--- src/ebic_pkg.sv ---
// Package for the external bus idle and chip-select extension block.
// Assumes a single 100 MHz bus clock and APB register access.
package ebic_pkg;
  localparam int unsigned EBIC_NUM_SPACES = 4;
  localparam logic [11:0] EBIC_CTRL_OFFSET = 12'h000;
  localparam logic [11:0] EBIC_STATUS_OFFSET = 12'h004;
  localparam logic [15:0] EBIC_CTRL_RESET = 16'hFFFF;
  localparam int unsigned EBIC_IDLE_LSB = 8;
  localparam int unsigned EBIC_B2B_LSB = 4;
  localparam int unsigned EBIC_STRETCH_LSB = 0;
  localparam int unsigned EBIC_CTRL_WIDTH = 16;

  typedef enum logic [2:0] {
    EBIC_IDLE_ST = 3'b000,
    EBIC_PRE_ST = 3'b001,
    EBIC_STROBE_ST = 3'b011,
    EBIC_POST_ST = 3'b010,
    EBIC_GAP_ST = 3'b110
  } ebic_state_t;
endpackage : ebic_pkg

--- src/ebic_ctrl.sv ---
// External bus cycle sequencer with idle insertion and select stretch.
// Assumes a requester on the same clock that holds its request until ack.
// How it works
// - CS2 idle count at bits 13:12, 0..3 cycles, resets to three.
// - CS1 idle count at bits 11:10, 0..3 cycles, resets to three.
// - CS0 idle count at bits 9:8, 0..3 cycles, resets to three.
// - Back-to-back same space with its bit set: select drops one cycle.
// - Write after read to the same space waits the larger of idle count and back-to-back.
// - CS3 back-to-back idle bit 7, set gives one cycle, resets set.
// - CS2 back-to-back idle bit 6, set gives one cycle, resets set.
// - CS1 back-to-back idle bit 5, set gives one cycle, resets set.
// - CS0 back-to-back idle bit 4, set gives one cycle, resets set.
// - Stretch adds one select cycle before and after; strobes stay inside.
// - CS3 stretch enable bit 3, resets enabled.
// - CS2 stretch enable bit 2, resets enabled.
// - CS1 stretch enable bit 1, resets enabled.
// - CS0 stretch enable bit 0, resets enabled.
// - Idle count applies after read to other space, or read then write.
// - Idle count comes from the previous access's space.
// - CS3 idle count at bits 15:14, same encoding, resets to three.
//
// Chosen here: the placing of the registers and the APB slave port.
module ebic_ctrl
  import ebic_pkg::*;
#(
  parameter int unsigned STROBE_CYCLES = 1
) (
  input wire logic i_clk,
  input wire logic i_rst_n,
  input wire logic i_psel,
  input wire logic i_penable,
  input wire logic i_pwrite,
  input wire logic [11:0] i_paddr,
  input wire logic [31:0] i_pwdata,
  output logic [31:0] o_prdata,
  output logic o_pready,
  output logic o_pslverr,
  input wire logic i_req,
  input wire logic i_req_write,
  input wire logic [1:0] i_req_space,
  output logic o_ack,
  output logic [3:0] o_chip_select_n,
  output logic o_read_strobe_n,
  output logic o_write_strobes_n
);

  typedef struct packed {
    logic [15:0] ctrl;
    ebic_state_t state;
    logic [1:0] space;
    logic wr;
    logic have_prev;
    logic [1:0] prev_space;
    logic prev_wr;
    logic [2:0] cnt;
    logic [31:0] rdata;
  } ebic_regs_t;

  ebic_regs_t state_reg;
  ebic_regs_t state_next;

  logic [1:0] idle_cnt [EBIC_NUM_SPACES];
  logic b2b_idle [EBIC_NUM_SPACES];
  logic stretch [EBIC_NUM_SPACES];

  genvar g;
  generate
    for (g = 0; g < EBIC_NUM_SPACES; g++) begin : g_fields
      assign idle_cnt[g] = state_reg.ctrl[EBIC_IDLE_LSB + 2*g +: 2];
      assign b2b_idle[g] = state_reg.ctrl[EBIC_B2B_LSB + g];
      assign stretch[g] = state_reg.ctrl[EBIC_STRETCH_LSB + g];
    end
  endgenerate

  logic apb_acc;
  logic apb_wr;
  logic [2:0] gap;
  logic [2:0] gap_idle;
  logic [2:0] gap_b2b;
  logic same_space;
  logic after_read;
  logic [2:0] strobe_len;

  assign apb_acc = i_psel && i_penable;
  assign apb_wr = apb_acc && i_pwrite && (i_paddr == EBIC_CTRL_OFFSET);
  assign o_pready = 1'b1;
  assign o_pslverr = apb_acc && (i_paddr != EBIC_CTRL_OFFSET)
    && (i_paddr != EBIC_STATUS_OFFSET);
  assign o_prdata = state_reg.rdata;
  assign strobe_len = 3'(STROBE_CYCLES);

  always_comb begin
    same_space = state_reg.have_prev && (state_reg.prev_space == i_req_space);
    after_read = state_reg.have_prev && !state_reg.prev_wr;
    // Idle count follows the space of the access just finished
    gap_idle = {1'b0, idle_cnt[state_reg.prev_space]};
    gap_b2b = {2'b00, b2b_idle[state_reg.prev_space]};
    gap = 3'b000;
    if (after_read && !same_space) begin
      gap = gap_idle;
    end else if (after_read && same_space && i_req_write) begin
      gap = (gap_idle > gap_b2b) ? gap_idle : gap_b2b;
    end else if (same_space) begin
      gap = gap_b2b;
    end
  end

  always_comb begin
    state_next = state_reg;
    o_ack = 1'b0;
    o_chip_select_n = 4'hF;
    o_read_strobe_n = 1'b1;
    o_write_strobes_n = 1'b1;
    if (apb_wr) begin
      state_next.ctrl = i_pwdata[EBIC_CTRL_WIDTH-1:0];
    end
    // Captured in the setup cycle so it stands at the zero-wait access edge
    if (i_psel && !i_penable && !i_pwrite) begin
      state_next.rdata = 32'h0000_0000;
      if (i_paddr == EBIC_CTRL_OFFSET) begin
        state_next.rdata = {16'h0000, state_reg.ctrl};
      end else if (i_paddr == EBIC_STATUS_OFFSET) begin
        state_next.rdata = {24'h000000, state_reg.prev_wr,
          state_reg.prev_space, state_reg.have_prev, 1'b0, state_reg.state};
      end
    end
    unique case (state_reg.state)
      EBIC_IDLE_ST: begin
        if (i_req) begin
          state_next.space = i_req_space;
          state_next.wr = i_req_write;
          if (gap != 3'b000) begin
            state_next.cnt = gap - 3'b001;
            state_next.state = EBIC_GAP_ST;
          end else if (stretch[i_req_space]) begin
            state_next.state = EBIC_PRE_ST;
          end else begin
            state_next.cnt = strobe_len - 3'b001;
            state_next.state = EBIC_STROBE_ST;
          end
        end
      end
      EBIC_GAP_ST: begin
        // Selects high here separate consecutive cycles
        if (state_reg.cnt != 3'b000) begin
          state_next.cnt = state_reg.cnt - 3'b001;
        end else if (stretch[state_reg.space]) begin
          state_next.state = EBIC_PRE_ST;
        end else begin
          state_next.cnt = strobe_len - 3'b001;
          state_next.state = EBIC_STROBE_ST;
        end
      end
      EBIC_PRE_ST: begin
        o_chip_select_n[state_reg.space] = 1'b0;
        state_next.cnt = strobe_len - 3'b001;
        state_next.state = EBIC_STROBE_ST;
      end
      EBIC_STROBE_ST: begin
        o_chip_select_n[state_reg.space] = 1'b0;
        o_read_strobe_n = state_reg.wr;
        o_write_strobes_n = !state_reg.wr;
        if (state_reg.cnt != 3'b000) begin
          state_next.cnt = state_reg.cnt - 3'b001;
        end else begin
          state_next.have_prev = 1'b1;
          state_next.prev_space = state_reg.space;
          state_next.prev_wr = state_reg.wr;
          if (stretch[state_reg.space]) begin
            state_next.state = EBIC_POST_ST;
          end else begin
            o_ack = 1'b1;
            state_next.state = EBIC_IDLE_ST;
          end
        end
      end
      EBIC_POST_ST: begin
        // Strobes already released; select held one more cycle
        o_chip_select_n[state_reg.space] = 1'b0;
        o_ack = 1'b1;
        state_next.state = EBIC_IDLE_ST;
      end
      default: begin
        state_next.state = EBIC_IDLE_ST;
      end
    endcase
  end

  always_ff @(posedge i_clk or negedge i_rst_n) begin
    if (!i_rst_n) begin
      state_reg.ctrl <= EBIC_CTRL_RESET;
      state_reg.state <= EBIC_IDLE_ST;
      state_reg.space <= 2'b00;
      state_reg.wr <= 1'b0;
      state_reg.have_prev <= 1'b0;
      state_reg.prev_space <= 2'b00;
      state_reg.prev_wr <= 1'b0;
      state_reg.cnt <= 3'b000;
      state_reg.rdata <= 32'h0000_0000;
    end else begin
      state_reg <= state_next;
    end
  end

endmodule : ebic_ctrl

--- config.mk ---
export PLATFORM = sky130hd
export DESIGN_NAME = ebic_ctrl
export DESIGN_NICKNAME = d
export VERILOG_FILES = /design/src/ebic_pkg.sv /design/src/ebic_ctrl.sv
export SDC_FILE = /design/constraint.sdc
export NUM_CORES = 1
export LEC_CHECK = 0
export ABC_AREA = 0
export BUFFER_PORTS_ARGS = -buffer_cell sky130_fd_sc_hd__buf_4
export CAP_MARGIN = 10
export CORE_MARGIN = 2
export CORE_UTILIZATION = 53
export DETAILED_ROUTE_END_ITERATION = 16
export MAX_ROUTING_LAYER = met4
export PLACE_DENSITY = 0.83
export SETUP_SLACK_MARGIN = 0.5
export SYNTH_ARGS = -nofsm -noshare
export SYNTH_HDL_FRONTEND = slang
export SYNTH_SLANG_ARGS = --single-unit
--- constraint.sdc ---
create_clock -name i_clk -period 5.6 [get_ports i_clk]
set_clock_uncertainty 0.2 [all_clocks]
set_input_delay 1.68 -clock i_clk [delete_from_list [all_inputs] [get_ports i_clk]]
set_output_delay 1.68 -clock i_clk [all_outputs]
set_load 0.05 [all_outputs]
==> run summary <==
==================================================================================
Status                                                                finished, final reports clean
Clock slew seen by the registers of the worst setup and hold paths         0.08 ns
Signed area change from the synthesized netlist to the final layout          16.0%
Placer's final routability congestion estimate                               0.970
Routed Wire Length                                                         4900 µm
Cell breakdown of the critical path                                   buf_4 > nor4_1 > nand3_1 > and3_1 > buf_4
Kind of capture point of the worst setup path                         primary output
FMAX                                                                       208 MHz
Most frequent cell on the critical path                                      buf_4
Buf+Inv Stages, Crit Path                                                        2
Normalized max-slew margin                                                   0.497
Violation count after the first detailed-routing iteration                      93
Commonest cells after routing, fill and taps aside                    61 x buf_4, 29 x dfrtp_1, 21 x mux2_2, 17 x conb_1, 16 x dfstp_2
Family with the most delay on the worst path                          simple AND/OR/NAND/NOR gates
Fraction of final layout cells sized beyond drive strength 1                 0.421
Most common cell after layout, fill and taps aside                           buf_4
Combined area of all synthesized cells                                 0.00255 mm²
Number of distinct library cells after synthesis                                43
# resized after CTS                                                              0
Part of the power in registers                                               0.386
TritonCTS Sinks                                                                 45
Critical path type                                                          in2out
Unrepaired setup endpoints after global routing                              false
Count of hold buffers inserted by post-cts repair                                0
Area of combinational cells with multiple inputs                       0.00115 mm²
Switching share of power                                                     0.386
Maximum single-stage delay on the critical path                            0.36 ns
Part of the cycle the worst path needs                                       0.860
Hold violation count in the final report                                         0
Number of placed I/O pins                                                       94
Overflow left after global routing                                               0
Post-route antenna net violation count                                           0
Comb power frac                                                              0.382
Initial Utilization                                                          0.544
Final number of max-transition violations                                        0
Final layout net count                                                         328
Post-detailed-placement half-perimeter wirelength                          3790 µm
EDFF count, synth                                                                0
Total routing resource utilization after global routing                      0.200
Power per unit of standard cell area                                    371 mW/mm²
Number of antenna violations at the first check in global routing                0
Post-detailed-route wirelength per cell                                    15.0 µm
Tightest Hold Check Type                                                   reg2reg
Worst-path maximum fanout                                                       10
Number of synthesized register bits                                             45
Die height                                                                 73.4 µm
Largest vdd supply drop                                                   0.330 mV
Via count                                                                     1804
Sequential cell area in the final layout                               0.00115 mm²
Total number of yosys warnings                                                   0
Final standard cell utilization of the core                                  0.631
Worst-case clock buffer depth                                                    2
Syn avg cell area                                                         11.0 µm²
Router iterations before antenna repair                                          4
Worst setup SP type                                                      input pin
Final TNS setup                                                               0 ns
Internal power                                                          0.000675 W
Synth Instances                                                                232
Sequential fraction of the synthesis area                                    0.449
Latest clock arrival within the worst-skew pair                            0.30 ns
Main flop type after synthesis                                             dfrtp_1
CP max-delay cell                                                          nand3_1
Worst EP required                                                          3.72 ns
Net load switching power                                                0.000424 W
Leakage power of the design                                                1.39 nW
Reg-to-reg setup timing slack                                              2.58 ns
Setup violation total in the final timing report                                 0
Wire length of the first global-routing pass                               7980 µm
CP arrival                                                                 2.94 ns
Port Buffers                                                                    60
Max FFs per register                                                            17
Clock tree root driver cell                                               clkbuf_8
Placement Rows                                                                  25
Antenna Cells                                                                    0
CTS tree                                                                     built
Placeable core area                                                    0.00469 mm²
Post-CTS setup buffers                                                           0
Number of max-cap violations                                                     0
Clock power frac                                                             0.231
Width of the die                                                           73.4 µm
Die outline area                                                       0.00539 mm²
Vias in the first global route                                                1694
Min Clock Period, post-route                                               4.82 ns
Layout filler cell count                                                       397
Pin count of the biggest net entering global routing                            46
Share of synthesized registers carrying an async set or reset                 1.00
DRC errors left                                                                  0
CTS H-tree depth                                                                 2
Number of vias per cell after detailed routing                                5.52
Transition time at the pin with the least slew margin                     0.752 ns
Number of buffers created by CTS                                                 5
==================================================================================
metrics by stage:
| stage | cells | instance area, µm² | power, W | setup WS (ns) | hold WS, ns |
|---|---|---|---|---|---|
| after CTS | 327 | 2960 | 0.00110 | 0.753 | 0.301 |
| after global routing | 327 | 2960 | 0.00116 | 0.680 | 0.326 |
| after detailed placement | 319 | 2840 | 0.000850 | 0.768 | 0.281 |
| after floorplan | 247 | 2610 | 0.000754 | 1.08 | 0.250 |
| after global placement | 319 | 2840 | 0.000840 | 0.806 | 0.265 |
| final | 327 | 2960 | 0.00110 | 0.781 | 0.296 |
worst paths after layout:
path,start,end,cells after the start
max,i_paddr[11],o_pslverr,5
min,o_prdata[5]$_DFFE_PN0P_,o_prdata[5]$_DFFE_PN0P_,2
max reg2reg,state_reg[36]$_DFFE_PN0P_,state_reg[32]$_DFFE_PN0P_,8
min reg2reg,o_prdata[5]$_DFFE_PN0P_,o_prdata[5]$_DFFE_PN0P_,2
max in group asynchronous,i_rst_n,state_reg[45]$_DFFE_PN1P_,1
min in group asynchronous,i_rst_n,o_prdata[10]$_DFFE_PN0P_,1
cell families after synthesis:
logic type                 Yosys count  share of synthesized area
other                                2                    0.00294
buffers and inverters               48                      0.122
xor gates and xnor gates             2                    0.00686
adders and majority gates            3                     0.0147
muxes                               36                      0.171
AOI/OAI and AO/OA                   36                      0.106
and+or+nand+nor                     60                      0.127
DFF                                 45                      0.449
synthesized netlist by cell type, drive strengths merged, types with 2 or more instances:
library cell   n  share of area
a211o          2         0.0069
a21oi          4         0.0078
a22o           9          0.031
and3           3         0.0074
buf           36           0.10
clkbuf         7          0.010
conb           2         0.0029
dfrtp         29           0.28
dfstp         16           0.16
ha             3          0.015
inv            5         0.0074
mux2          21          0.093
mux2i         11          0.043
mux4           4          0.035
nand2         15          0.022
nand2b         3         0.0074
nand3          6          0.012
nand3b         2         0.0059
nand4          2         0.0049
nor2          11          0.016
nor2b          3         0.0074
nor3           5          0.016
nor4           2         0.0049
o211ai         2         0.0059
o21ai          4         0.0078
o31ai          8          0.024
or2            2         0.0049
xnor2          2         0.0069
power groups by stage:
stage | Sequential (W) | Combinational, W | Clock (W)
after floorplan | 0.000388 | 0.000366 | 0
after global placement | 0.000428 | 0.000413 | 0
after detailed placement | 0.000429 | 0.000421 | 0
after CTS | 0.000423 | 0.000422 | 0.000260
after global routing | 0.000432 | 0.000456 | 0.000275
final | 0.000424 | 0.000420 | 0.000254
per-layer routing:
layer	part of all wire	track usage	vias up
met5	0	-	-
met4	0.012	0.0545	0
met3	0.060	0.0425	6
met2	0.48	0.319	68
met1	0.45	0.261	873
li1	-	-	857
tightest hold or removal path, delay by kind of cell (launching register included):
family           cells  cell delay, ns
flip-flops           1            0.35
AND/OR/NAND/NOR      1            0.05
AO/OA/AOI/OAI        1            0.06
area by class of cell:
cell class	count	share of cell area
clock buffers	6	0.0279
inverters	5	0.00634
clock inverters	2	0.0127
repair buffers	61	0.155
flip-flops and latches	45	0.387
multi-input cells	154	0.389
well taps	54	0.0228
Note: power is estimated with default switching activity, not from simulation.
